===== src/host_port_regs.svh =====
`ifndef HOST_PORT_REGS_SVH
`define HOST_PORT_REGS_SVH
// Notes on behaviour
// - mode pins: 001 selects 6800, 011 8080, 000 four-wire serial, 010 two-wire.
// - eight-bit bidirectional parallel data bus in both parallel modes.
// - 8080 mode: read strobe active low; bus driven only while it is low.
// - 6800 mode: read-strobe pin is an active-high enable clock.
// - serial modes: data pin 0 is clock, pin 1 data in, pins 2-7 undriven.
// - two-wire mode: pin 0 clock, pin 1 bidirectional data, pins 2-7 undriven; this port never drives pin 1, data_oe stays zero.
// - 6800 mode: read/write high reads RAM or status, chosen by data/command.
// - 6800 mode: read/write low writes; data/command picks RAM or command.
// - 6800 mode: enable latches only while chip select is low.
// - 8080 mode: read strobe low with select reads; data/command high selects RAM.
// - 8080 mode: write strobe low with select writes RAM or command.
// - display-data reads are pipelined; the first read after setup is a dummy.
// - data/command high means display data, low means command register.
// - 8080 mode: write data captured at rising edge of write strobe.
// - chip select high: strobes ignored, data pins undriven; an access opened while selected still closes after select rises.

// interface-select patterns {bit0,bit1,bit2}
`define IF_SEL_6800      3'b001
`define IF_SEL_8080      3'b011
`define IF_SEL_SPI4      3'b000
`define IF_SEL_TWOWIRE   3'b010
`define IF_SEL_SPI3      3'b100
// widths and reset values
`define DATA_W           8
`define SYNC_STAGES      2
`define RD_PIPE_RESET    8'h00
`endif


===== src/host_port_pkg.sv =====
package host_port_pkg;
  // decoded bus mode
  typedef enum logic [4:0] {
    MODE_6800    = 5'b00001,
    MODE_8080    = 5'b00010,
    MODE_SPI4    = 5'b00100,
    MODE_SPI3    = 5'b01000,
    MODE_TWOWIRE = 5'b10000
  } mode_type;
  // synchronised view of the host strobes
  typedef struct packed {
    logic cs_n;
    logic dc;
    logic rd;
    logic wr;
  } strobe_type;
  // one internal transfer event
  typedef struct packed {
    logic       valid;
    logic       is_data;
    logic [7:0] value;
  } xfer_type;
endpackage


===== src/strobe_sync.sv =====
`timescale 1ns/100ps
`include "host_port_regs.svh"
// two-stage synchroniser for a bundle of host lines
module strobe_sync #(
  parameter int WIDTH = 12
) (
  // clock and reset
  input  wire logic             clock,
  input  wire logic             resetn,
  // lines
  input  wire logic [WIDTH-1:0] async_in,
  output logic      [WIDTH-1:0] sync_out
);
  logic [WIDTH-1:0] stage1_r;
  logic [WIDTH-1:0] stage2_r;
  logic [WIDTH-1:0] stage1_nxt;
  logic [WIDTH-1:0] stage2_nxt;

  // first stage is read only by the second
  always_comb
  begin
    stage1_nxt = async_in;
    stage2_nxt = stage1_r;
  end

  // idle value is all ones: select and 8080 strobes inactive, 6800 enable high but gated by select
  always_ff @(posedge clock or negedge resetn)
  begin
    if (!resetn)
    begin
      stage1_r <= '1;
      stage2_r <= '1;
    end
    else
    begin
      stage1_r <= stage1_nxt;
      stage2_r <= stage2_nxt;
    end
  end

  assign sync_out = stage2_r;
endmodule


===== src/read_pipe.sv =====
`timescale 1ns/100ps
`include "host_port_regs.svh"
// one-deep display-data read pipeline: each read returns the previous fetch
module read_pipe (
  // clock and reset
  input  wire logic       clock,
  input  wire logic       resetn,
  // read event and fetched RAM word
  input  wire logic       rd_event,
  input  wire logic [7:0] ram_rdata,
  // byte presented to the host
  output logic      [7:0] out_data,
  output logic            primed
);
  logic [7:0] latch_r;
  logic [7:0] latch_nxt;
  logic       primed_r;
  logic       primed_nxt;

  // on each read the latch takes the word fetched now; host sees it next read
  always_comb
  begin
    latch_nxt  = latch_r;
    primed_nxt = primed_r;
    if (rd_event)
    begin
      latch_nxt  = ram_rdata;
      primed_nxt = 1'b1;
    end
  end

  // reset empties the pipeline so the next read is a dummy again
  always_ff @(posedge clock or negedge resetn)
  begin
    if (!resetn)
    begin
      latch_r  <= `RD_PIPE_RESET;
      primed_r <= 1'b0;
    end
    else
    begin
      latch_r  <= latch_nxt;
      primed_r <= primed_nxt;
    end
  end

  assign out_data = latch_r;
  assign primed   = primed_r;
endmodule


===== src/host_port.sv =====
`timescale 1ns/100ps
`include "host_port_regs.svh"
// ****************************************************************
// parallel host bus port
// ****************************************************************
module host_port (
  // clock and reset
  input  wire logic       clock,
  input  wire logic       resetn,
  // mode pins
  input  wire logic       if_sel_bit0,
  input  wire logic       if_sel_bit1,
  input  wire logic       if_sel_bit2,
  // host control pins
  input  wire logic       cs_n,
  input  wire logic       data_cmd_sel,
  input  wire logic       rd_e,
  input  wire logic       wr_rw,
  // data pins as three signals
  input  wire logic [7:0] data_in,
  output logic      [7:0] data_out,
  output logic      [7:0] data_oe,
  // display RAM side
  output logic            ram_wr,
  output logic            ram_rd,
  output logic      [7:0] ram_wdata,
  input  wire logic [7:0] ram_rdata,
  // command register side
  output logic            cmd_wr,
  output logic      [7:0] cmd_wdata,
  // status byte from the core
  input  wire logic [7:0] status_in,
  // serial lines handed to the serial engines
  output logic            serial_clk,
  output logic            serial_din,
  output logic            serial_mode,
  output logic            twowire_mode,
  output logic            mode_is_6800,
  output logic            mode_is_8080
);
  // ****************************************************************
  // mode decode
  // ****************************************************************
  host_port_pkg::mode_type mode;
  logic [2:0]              sel_bits;

  // pins are static straps, so a plain decode is enough
  // unused patterns fall back to four-wire serial, which never drives the bus
  assign sel_bits = {if_sel_bit0, if_sel_bit1, if_sel_bit2};
  always_comb
  begin
    case (sel_bits)
      `IF_SEL_6800:    mode = host_port_pkg::MODE_6800;
      `IF_SEL_8080:    mode = host_port_pkg::MODE_8080;
      `IF_SEL_TWOWIRE: mode = host_port_pkg::MODE_TWOWIRE;
      `IF_SEL_SPI3:    mode = host_port_pkg::MODE_SPI3;
      default:         mode = host_port_pkg::MODE_SPI4;
    endcase
  end

  // ****************************************************************
  // synchronisers
  // ****************************************************************
  logic [11:0]               sync_bus;
  host_port_pkg::strobe_type strobe;
  logic [7:0]                data_sync;

  strobe_sync #(
    .WIDTH (12)
  ) u_sync (
    .clock    (clock),
    .resetn   (resetn),
    .async_in ({cs_n, data_cmd_sel, rd_e, wr_rw, data_in}),
    .sync_out (sync_bus)
  );
  // every bus pin (select, data/command, both strobes, data) passes the same two flops, so a byte stays
  // aligned with its strobe; split the bundle back into strobes and data
  assign strobe    = host_port_pkg::strobe_type'(sync_bus[11:8]);
  assign data_sync = sync_bus[7:0];

  // ****************************************************************
  // access decode and edge detection
  // ****************************************************************
  logic       is6800;
  logic       is8080;
  logic       access_r;
  logic       access_nxt;
  logic       prev_rd_r;
  logic       prev_rd_nxt;
  logic       prev_wr_r;
  logic       prev_wr_nxt;
  logic       prev_e_r;
  logic       prev_e_nxt;
  logic       wr_done;
  logic       rd_done;
  logic       rd_start;
  logic       dc_r;
  logic       dc_nxt;
  logic [7:0] wdata_r;
  logic [7:0] wdata_nxt;

  // the two parallel modes gate every event below
  assign is6800 = (mode == host_port_pkg::MODE_6800);
  assign is8080 = (mode == host_port_pkg::MODE_8080);

  // strobes only open an access while selected; in 6800 mode the enable is gated too.
  // 8080 write: byte and data/command follow the pins while the strobe is low
  // with select, and the event fires once the synchronised strobe has risen.
  // 6800: the same capture runs while the gated enable is high; the falling
  // enable commits a write or closes a read, as read/write decides.
  // a strobe phase under one clock can fall between samples and be lost:
  // nothing here stretches a pulse, so the host must keep to that spacing
  always_comb
  begin
    prev_rd_nxt = strobe.rd;
    prev_wr_nxt = strobe.wr;
    prev_e_nxt  = strobe.rd & ~strobe.cs_n;
    access_nxt  = access_r;
    dc_nxt      = dc_r;
    wdata_nxt   = wdata_r;
    wr_done     = 1'b0;
    rd_done     = 1'b0;
    rd_start    = 1'b0;
    if (is8080)
    begin
      // capture while low with select, commit at the rising edge
      if (!strobe.wr && !strobe.cs_n)
      begin
        wdata_nxt  = data_sync;
        dc_nxt     = strobe.dc;
        access_nxt = 1'b1;
      end
      if (strobe.wr && !prev_wr_r && access_r)
      begin
        wr_done    = 1'b1;
        access_nxt = 1'b0;
      end
      if (!strobe.rd && prev_rd_r && !strobe.cs_n)
      begin
        rd_start = 1'b1;
        dc_nxt   = strobe.dc;
      end
      if (strobe.rd && !prev_rd_r)
        rd_done = 1'b1;
    end
    else if (is6800)
    begin
      // enable high with select latches; falling enable ends the access
      if (prev_e_nxt)
      begin
        wdata_nxt  = data_sync;
        dc_nxt     = strobe.dc;
        access_nxt = 1'b1;
        if (!prev_e_r && strobe.wr)
          rd_start = 1'b1;
      end
      else if (prev_e_r && access_r)
      begin
        access_nxt = 1'b0;
        if (!strobe.wr)
          wr_done = 1'b1;
        else
          rd_done = 1'b1;
      end
    end
  end

  // single event per completed strobe pulse
  always_ff @(posedge clock or negedge resetn)
  begin
    if (!resetn)
    begin
      access_r  <= 1'b0;
      prev_rd_r <= 1'b1;
      prev_wr_r <= 1'b1;
      prev_e_r  <= 1'b0;
      dc_r      <= 1'b0;
      wdata_r   <= 8'h00;
    end
    else
    begin
      access_r  <= access_nxt;
      prev_rd_r <= prev_rd_nxt;
      prev_wr_r <= prev_wr_nxt;
      prev_e_r  <= prev_e_nxt;
      dc_r      <= dc_nxt;
      wdata_r   <= wdata_nxt;
    end
  end

  // ****************************************************************
  // write and read events
  // ****************************************************************
  logic       ram_wr_r;
  logic       ram_wr_nxt;
  logic       cmd_wr_r;
  logic       cmd_wr_nxt;
  logic       ram_rd_r;
  logic       ram_rd_nxt;
  logic       reading_r;
  logic       reading_nxt;
  logic [7:0] out_r;
  logic [7:0] out_nxt;
  logic [7:0] pipe_data;

  // a data read returns the word fetched on the previous read
  // primed is left open: keeping count of dummy reads is the host's job
  read_pipe u_pipe (
    .clock     (clock),
    .resetn    (resetn),
    .rd_event  (rd_start & strobe.dc),
    .ram_rdata (ram_rdata),
    .out_data  (pipe_data),
    .primed    ()
  );

  // route each event by data/command; the RAM word is taken at read start,
  // on the edge that raises ram_rd, so the core must present it before the request
  always_comb
  begin
    ram_wr_nxt  = wr_done & dc_r;
    cmd_wr_nxt  = wr_done & ~dc_r;
    // status reads fetch nothing and leave the pipeline as it was
    ram_rd_nxt  = rd_start & strobe.dc;
    reading_nxt = reading_r;
    out_nxt     = out_r;
    if (rd_start)
    begin
      reading_nxt = 1'b1;
      // status is live; display data comes from the pipeline
      out_nxt     = strobe.dc ? pipe_data : status_in;
    end
    else if (rd_done)
      reading_nxt = 1'b0;
  end

  // pulses are registered so the core sees clean one-cycle strobes
  always_ff @(posedge clock or negedge resetn)
  begin
    if (!resetn)
    begin
      ram_wr_r  <= 1'b0;
      cmd_wr_r  <= 1'b0;
      ram_rd_r  <= 1'b0;
      reading_r <= 1'b0;
      out_r     <= 8'h00;
    end
    else
    begin
      ram_wr_r  <= ram_wr_nxt;
      cmd_wr_r  <= cmd_wr_nxt;
      ram_rd_r  <= ram_rd_nxt;
      reading_r <= reading_nxt;
      out_r     <= out_nxt;
    end
  end

  // both write targets share one byte register; only the pulses differ
  assign ram_wr    = ram_wr_r;
  assign cmd_wr    = cmd_wr_r;
  assign ram_rd    = ram_rd_r;
  assign ram_wdata = wdata_r;
  assign cmd_wdata = wdata_r;

  // ****************************************************************
  // pin drive
  // ****************************************************************
  logic drive;

  // raw pins used for the enable so the bus releases without sync lag;
  // serial modes never drive, leaving pins 2-7 high impedance.
  // the bus only turns round once a read has been decoded, a few clocks in,
  // and drops as soon as the host lifts the strobe or the select;
  // a 6800 write never turns the bus round, as read/write must be high
  always_comb
  begin
    drive = 1'b0;
    if (!cs_n && reading_r)
    begin
      if (is8080)
        drive = ~rd_e;
      else if (is6800)
        drive = rd_e & wr_rw;
    end
  end

  // one enable per pad, all equal, so the pad ring sees a uniform bus
  for (genvar b = 0; b < 8; b++)
  begin : g_pad_oe
    assign data_oe[b] = drive;
  end
  assign data_out = out_r;

  // serial lines go to the serial engines outside this block
  // the mode flags are levels the core uses to steer those engines
  assign serial_clk   = data_in[0];
  assign serial_din   = data_in[1];
  assign serial_mode  = (mode == host_port_pkg::MODE_SPI4) | (mode == host_port_pkg::MODE_SPI3);
  assign twowire_mode = (mode == host_port_pkg::MODE_TWOWIRE);
  assign mode_is_6800 = is6800;
  assign mode_is_8080 = is8080;
endmodule


===== config.mk =====
export PLATFORM = sky130hd
export DESIGN_NAME = host_port
export DESIGN_NICKNAME = d
export VERILOG_FILES = /design/src/host_port_pkg.sv /design/src/strobe_sync.sv /design/src/read_pipe.sv /design/src/host_port.sv
export VERILOG_INCLUDE_DIRS = /design/src /design/src/src
export SDC_FILE = /design/constraint.sdc
export NUM_CORES = 1
export LEC_CHECK = 0
export ABC_AREA = 1
export ABC_CLOCK_PERIOD_IN_PS = 3700
export BUFFER_PORTS_ARGS = -buffer_cell sky130_fd_sc_hd__buf_2
export CORE_ASPECT_RATIO = 1.5
export CORE_MARGIN = 1
export CORE_UTILIZATION = 54
export CTS_CLUSTER_DIAMETER = 100
export DETAILED_ROUTE_END_ITERATION = 16
export GPL_TIMING_DRIVEN = 0
export PLACE_DENSITY = 0.9
export SYNTH_ARGS = -nofsm -noshare
export SYNTH_HDL_FRONTEND = slang
export SYNTH_HIERARCHICAL = 1
export SYNTH_SLANG_ARGS = --single-unit

===== constraint.sdc =====
create_clock -name clock -period 3.7 [get_ports clock]
set_clock_uncertainty 0.05 [all_clocks]
set_input_delay 0.185 -clock clock [delete_from_list [all_inputs] [get_ports clock]]
set_output_delay 0.185 -clock clock [all_outputs]
set_load 0.005 [all_outputs]

==> metrics.csv, run 1 <==
stage,metric,value,unit
cells_and_area,Final Cell Area,0.00321,mm^2
die,die area,0.00467,mm^2
cells_and_area,area grow syn2layout,35.5,%
sta,fmax,0.418,GHz
clock_tree,Post-CTS Setup Bufs,0,
placed_design,port buffer count,73,
logic_synthesis,mean area per synthesized cell,10.2,um^2
placed_design,hpwl dp,3150,um
global_route,global-route wire length before repair,8360,um
cells_and_area,Sequential Area,0.00146,mm^2
clock_tree,clock sinks,57,
critical_path,Worst Setup End Kind,output pin,
hold_path,Min-Delay Path Class,input port to asynchronous set/reset pin,
clock_tree,Worst-path clk slew,0.06,ns
cells_and_area,"most common cell after layout, fill and taps aside",nand2_1,
pwr,Sw Ratio,26.0,%
pwr,overall power,1.64,mW
global_route,initial antenna violation count,0,
sta,Final Critical Period,2.39,ns
critical_path,Setup crit end,data_oe[0],
placed_design,Placed Area,0.00279,mm^2
die,Die H,83.2,um
clock_tree,post-cts resize count,0,
critical_path,reg2reg setup slack,1.86,ns
critical_path,worst flop-to-flop path endpoint,u_pipe/out_data[0],
pwr,Net Sw Power,0.425,mW
route,Via-to-Cell Ratio,4.89,
die,I/O pin count,74,
die,die extent in x,56.1,um
critical_path,worst endpoint required time,3.46,ns
clock_tree,CTS H-Tree Depth,3,
clock_tree,Root Buffer,clkbuf_8,
global_route,pin count of the biggest net entering global routing,58,
route,Detail Route Antenna Nets,0,
die,Core ar.,0.00421,mm^2
sta,setup TNS,0,ns
sta,Final Hold Fails,0,
logic_synthesis,Yosys warning count,6,
cells_and_area,Antenna Cells,0,
global_route,vias in the first global route,1919,
critical_path,critical path class,input port to output pin,
pwr,P_int,1.21,mW
pwr,Peak VDD IR,0.464,mV
critical_path,worst r2r src,u_sync/sync_out[9],
clock_tree,CTS tree,done,
sta,final setup violation count,0,
sta,RSZ-0062 raised after global routing,no,
cells_and_area,# fillers,244,
critical_path,Reg2Reg Depth,10,
route,drt total wl,5150,um
pwr,leakage dissipation,1.77,nW
global_route,met2 Use GR,41.7,%
global_route,total grt overflow,0,
clock_tree,CTS Buf Count,9,
global_route,grt met1 use,24.7,%
pwr,Sequential Power Share,46.4,%
sta,Slew headroom,20.9,%
route,total number of vias,1896,
critical_path,CP max FO,8,
die,number of core rows,29,
logic_synthesis,Syn Inst Count,233,
cells_and_area,area of the multi-input gates,666,um^2
cells_and_area,nets@finish,370,
critical_path,Startpoint Class,input port,
global_route,gr busiest metal,met2,
route,Initial DRT Pass Iterations,4,
logic_synthesis,Syn Std Cell Area,0.00237,mm^2
sta,fin crit share,64.7,%
route,Routed WL per cell,13.3,um
cells_and_area,layout cells sized above 1,45.9,%
route,1st-iter DRT viols,60,
flow_run,Max Cap Viol,0,
placed_design,RD Place Congestion,0.828,
pwr,Comb power frac,16.6,%
sta,Worst Tran Pin Value,1.19,ns
logic_synthesis,Post-Syn Nets,266,
pwr,power share of the clock group,37.0,%
clock_tree,worst skew pair latency,0.34,ns
global_route,met3 GRT Util,8.41,%
route,number of remaining DRC errors,0,
pwr,PwrDens,509,mW/mm^2
clock_tree,Longest Clk Path Bufs,2,
critical_path,"Arr. time, crit path",2.16,ns
sta,"Slew Viols, Final",0,
run_status,outcome,completed,
cells_and_area,"commonest cells after routing, fill and taps aside","nand2_1 (86), buf_2 (74), dfrtp_1 (31), dfstp_2 (26), dlygate4sd3_1 (20)",
global_route,overall routing resource usage,24.1,%
die,Initial Utilization,56.3,%
critical_path,Critical path origin,cs_n,
metal layers:
layer	vias up	part of all wire, %
met5	-	0
met4	0	3.3
met3	18	4.4
met2	66	57
met1	903	36
li1	909	-
layout make-up:
type | instances | share of cell area [%]
Buffer | 21 | 5.33
Clock buffer | 13 | 6.27
Clock inverter | 3 | 0.545
Inverter | 20 | 2.34
Multi-Input combinational cell | 135 | 20.7
Sequential cell | 57 | 45.4
Tap cell | 46 | 1.79
Timing Repair Buffer | 93 | 17.6
how the worst min path moves through the flow:
| stage | startpoint | cells past startpoint | slack (ns) | to |
|---|---|---|---|---|
| 4_1_cts | resetn | 1 | 0.07 | cmd_wdata[7] |
| 3_5_place_dp | data_in[5] | 1 | 0.24 | u_sync/stage1_r[5] |
| 3_3_place_gp | data_in[2] | 1 | 0.24 | u_sync/stage1_r[2] |
| 2_1_floorplan | resetn | 0 | -0.16 | access_r |
| 6_report | resetn | 1 | 0.04 | cmd_wdata[7] |
| 5_1_grt | status_in[1] | 5 | 0.11 | data_out[1] |
stage by stage:
step	util [%]	setup WS [ns]	std cells	hold slack, ns
3_5_place_dp	66.4	1.68	352	0.243
2_1_floorplan	-	2.12	233	-0.161
4_1_cts	76.3	1.44	388	0.0653
6_report	76.3	1.31	388	0.0369
3_3_place_gp	66.4	1.81	352	0.240
5_1_grt	76.3	1.20	388	0.112
state kept, by name, summed over array words and instances (netlist names), 8 cells and up:
signal and count:
u_sync/sync_out 12, u_sync/stage1_r 12, data_out 8, cmd_wdata 8, u_pipe/out_data 8
power by group through the flow:
stage               combinational, mW  sequential, mW  clock [mW]
detailed placement              0.252           0.767           0
global route                    0.300           0.765       0.645
CTS                             0.272           0.759       0.616
global placement                0.240           0.762           0
finish                          0.272           0.758       0.606
floorplan                       0.135           0.763           0
timing repair:
item	CTS	global route
endpoints found under the setup margin	0	0
hold buffers	20	0
hold endpoints to repair	20	0
worst max-delay path: stages:
cell	delay, ns
dlygate4sd3_1	0.52
buf_2	0.13
nor2_1	0.13
nand2_1	0.07
a211oi_1	0.77
buf_4	0.24
buf_2	0.11
No activity file was read; power rests on OpenSTA's default activity.
==> run 2: changes to the inputs <==
--- a/config.mk
+++ b/config.mk
@@ -7,15 +7,15 @@
 export NUM_CORES = 1
 export LEC_CHECK = 0
 export ABC_AREA = 1
-export ABC_CLOCK_PERIOD_IN_PS = 3700
+export ABC_CLOCK_PERIOD_IN_PS = 2310
 export BUFFER_PORTS_ARGS = -buffer_cell sky130_fd_sc_hd__buf_2
 export CORE_ASPECT_RATIO = 1.5
 export CORE_MARGIN = 1
-export CORE_UTILIZATION = 54
+export CORE_UTILIZATION = 50
 export CTS_CLUSTER_DIAMETER = 100
 export DETAILED_ROUTE_END_ITERATION = 16
 export GPL_TIMING_DRIVEN = 0
-export PLACE_DENSITY = 0.9
+export PLACE_DENSITY = 0.84
 export SYNTH_ARGS = -nofsm -noshare
 export SYNTH_HDL_FRONTEND = slang
 export SYNTH_HIERARCHICAL = 1
==> constraint.sdc (replaced) <==
create_clock -name clock -period 2.31 [get_ports clock]
set_clock_uncertainty 0.05 [all_clocks]
set_input_delay 0.1155 -clock clock [delete_from_list [all_inputs] [get_ports clock]]
set_output_delay 0.1155 -clock clock [all_outputs]
set_load 0.005 [all_outputs]
==> run 2 against run 1 <==
  * The run now ends with negative hold slack left
  * Routed wire length down 4.5%
  * Hold slack lost 0.055 ns
  * Via count is 1.2% lower
  * Sequential cell count unchanged
  * Final area rose by 0.35%
  * Worst setup slack got worse by 1.1 ns
  * Critical path depth stayed put
  * Non-clock buffer count unchanged
  * Largest cell class unchanged
==> metrics.csv, run 2 (synthesis gave the netlist of run 1 again) <==
stage,metric,value,unit,change
critical_path,worst endpoint required time,2.14,ns,-1.32 ns
critical_path,Crit path max-delay family,buffers and inverters,,
sta,Final Hold Fails,31,,+31
route,Routed WL per cell,12.1,um,-8.7%
critical_path,CP max FO,8,,unchanged
sta,setup TNS,0,ns,unchanged
cells_and_area,nets@finish,370,,unchanged
cells_and_area,layout cells sized above 1,45.3,%,-0.58 points
critical_path,Critical path origin,cs_n,,
die,die area,0.00503,mm^2,+7.8%
cells_and_area,Final Cell Area,0.00322,mm^2,+0.35%
global_route,global-route wire length before repair,8020,um,-4.0%
pwr,overall power,2.59,mW,+58%
critical_path,critical path's largest stage delay,0.65,ns,-0.12 ns
run_status,failing checks,negative hold slack,,
flow_run,Max Cap Viol,0,,unchanged
route,Via-to-Cell Ratio,4.61,,-5.6%
die,Core ar.,0.00454,mm^2,+7.9%
critical_path,crit-path cells,"dlygate4sd3_1, buf_2, nor2_1, nand2_1, a211oi_1, buf_4, buf_2",,
cells_and_area,"commonest cells after routing, fill and taps aside","nand2_1 (86), buf_2 (74), dfrtp_1 (31), dfstp_2 (26), dlygate4sd3_1 (20)",,
sta,Hold WS,-0.0178,ns,-0.0547 ns
cells_and_area,area grow syn2layout,36.0,%,
sta,fin crit share,90.9,%,
sta,Slew headroom,21.4,%,+0.51 points
pwr,leakage dissipation,1.76,nW,-0.28%
critical_path,worst r2r src,u_sync/sync_out[9],,
critical_path,worst flop-to-flop path endpoint,u_pipe/out_data[2],,
critical_path,CP Depth,7,,unchanged
clock_tree,cts hold-fix bufs,20,,unchanged
critical_path,critical path class,input port to output pin,,
route,1st-iter DRT viols,53,,-12%
clock_tree,Longest Clk Path Bufs,2,,unchanged
die,Die H,86.3,um,+3.8%
critical_path,most used cell along the critical path,buf_2,,
critical_path,CP Buf/Inv Count,4,,unchanged
cells_and_area,"most common cell after layout, fill and taps aside",nand2_1,,
route,total number of vias,1873,,-1.2%
placed_design,Placed Area,0.00282,mm^2,+0.81%
route,Detail Route Antenna Nets,0,,unchanged
clock_tree,Worst-path clk slew,0.06,ns,about the same
sta,Worst Tran Pin Value,1.18,ns,-0.00771 ns
critical_path,reg2reg setup slack,0.49,ns,-1.37 ns
pwr,Peak VDD IR,0.568,mV,+22%
critical_path,"Arr. time, crit path",1.93,ns,-0.23 ns
route,drt total wl,4920,um,-4.5%
sta,RSZ-0062 raised after global routing,no,,
die,number of core rows,30,,+3.4%
clock_tree,clock sinks,57,,unchanged
clock_tree,CTS H-Tree Depth,3,,unchanged
die,I/O pin count,74,,unchanged
route,Initial DRT Pass Iterations,4,,unchanged
sta,"Slew Viols, Final",0,,unchanged
placed_design,port buffer count,73,,unchanged
route,number of remaining DRC errors,0,,unchanged
global_route,overall routing resource usage,22.0,%,-2.2 points
critical_path,Worst Setup End Kind,output pin,,
global_route,pin count of the biggest net entering global routing,58,,unchanged
global_route,total grt overflow,0,,unchanged
sta,final setup violation count,0,,unchanged
clock_tree,CTS Buf Count,9,,unchanged
global_route,initial antenna violation count,0,,unchanged
sta,Final Critical Period,2.10,ns,
clock_tree,post-cts resize count,0,,unchanged
critical_path,Reg2Reg Depth,10,,unchanged
critical_path,Startpoint Class,input port,,
clock_tree,Post-CTS Setup Bufs,0,,unchanged
clock_tree,Root Buffer,clkbuf_8,,
die,Initial Utilization,52.2,%,-4.1 points
clock_tree,CTS tree,done,,
pwr,PwrDens,803,mW/mm^2,+58%
critical_path,Setup crit end,data_oe[1],,
die,die extent in x,58.2,um,+3.8%
placed_design,hpwl dp,3180,um,+0.87%
placed_design,RD Place Congestion,0.749,,-9.6%
cells_and_area,Antenna Cells,0,,unchanged
clock_tree,worst skew pair latency,0.33,ns,about the same
sta,fmax,0.476,GHz,
global_route,vias in the first global route,1879,,-2.1%
hold_path,Min-Delay Path Class,input port to asynchronous set/reset pin,,
critical_path,slowest CP cell,a211oi_1,,
run_status,outcome,"complete, but fails checks",,
run 2: area by class of cell:
cell class,instances,area (um^2)
buffer,21,171
clock buffer,14,173
inverter,20,75.1
tap,64,80.1
multi-input combinational,135,666
clock inverter,2,35.0
fill,329,1320
timing repair buffer,93,566
sequential,57,1460
run 2: worst register-to-register path: cells and delay by family, from the launching register on:
family	cells	cell delay, ns
flops	1	0.55
buf+inv	4	0.43
simple gates	6	0.68
run 2: power breakdown:
group,switching (mW),total (mW),internal [mW],leakage (nW)
clock,0.361,0.946,0.585,0.107
sequential,0.0712,1.21,1.14,0.674
combinational,0.205,0.429,0.224,0.984
total,0.638,2.59,1.95,1.76
run 2: worst min-delay path by stage:
stage / from / end / slack, ns / depth (start not counted)
floorplan: resetn / access_r / -0.23 / 0
global placement: data_in[6] / u_sync/stage1_r[6] / 0.17 / 1
detailed placement: data_in[6] / u_sync/stage1_r[6] / 0.17 / 1
CTS: status_in[7] / data_out[7] / 0.009 / 5
global route: status_in[7] / data_out[7] / 0.05 / 5
finish: resetn / cmd_wdata[6] / -0.02 / 1
run 2: per-layer routing:
metal	part of all wire [%]	global-route usage, %	wire [um]	vias up
li1	-	-	-	910
met1	36	23.5	1790	886
met2	57	38.1	2790	64
met3	4.0	5.67	195	13
met4	2.9	13.0	143	0
met5	0	0	0	-
run 2: through the flow:
| step | util, % | setup slack [ns] | instances |
|---|---|---|---|
| after global routing | 71.0 | 0.0680 | 406 |
| after CTS | 71.0 | 0.213 | 406 |
| after detailed placement | 62.0 | 0.483 | 370 |
| final | 71.0 | 0.211 | 406 |
| after global placement | 62.0 | 0.550 | 370 |
| after floorplan | - | 0.726 | 233 |
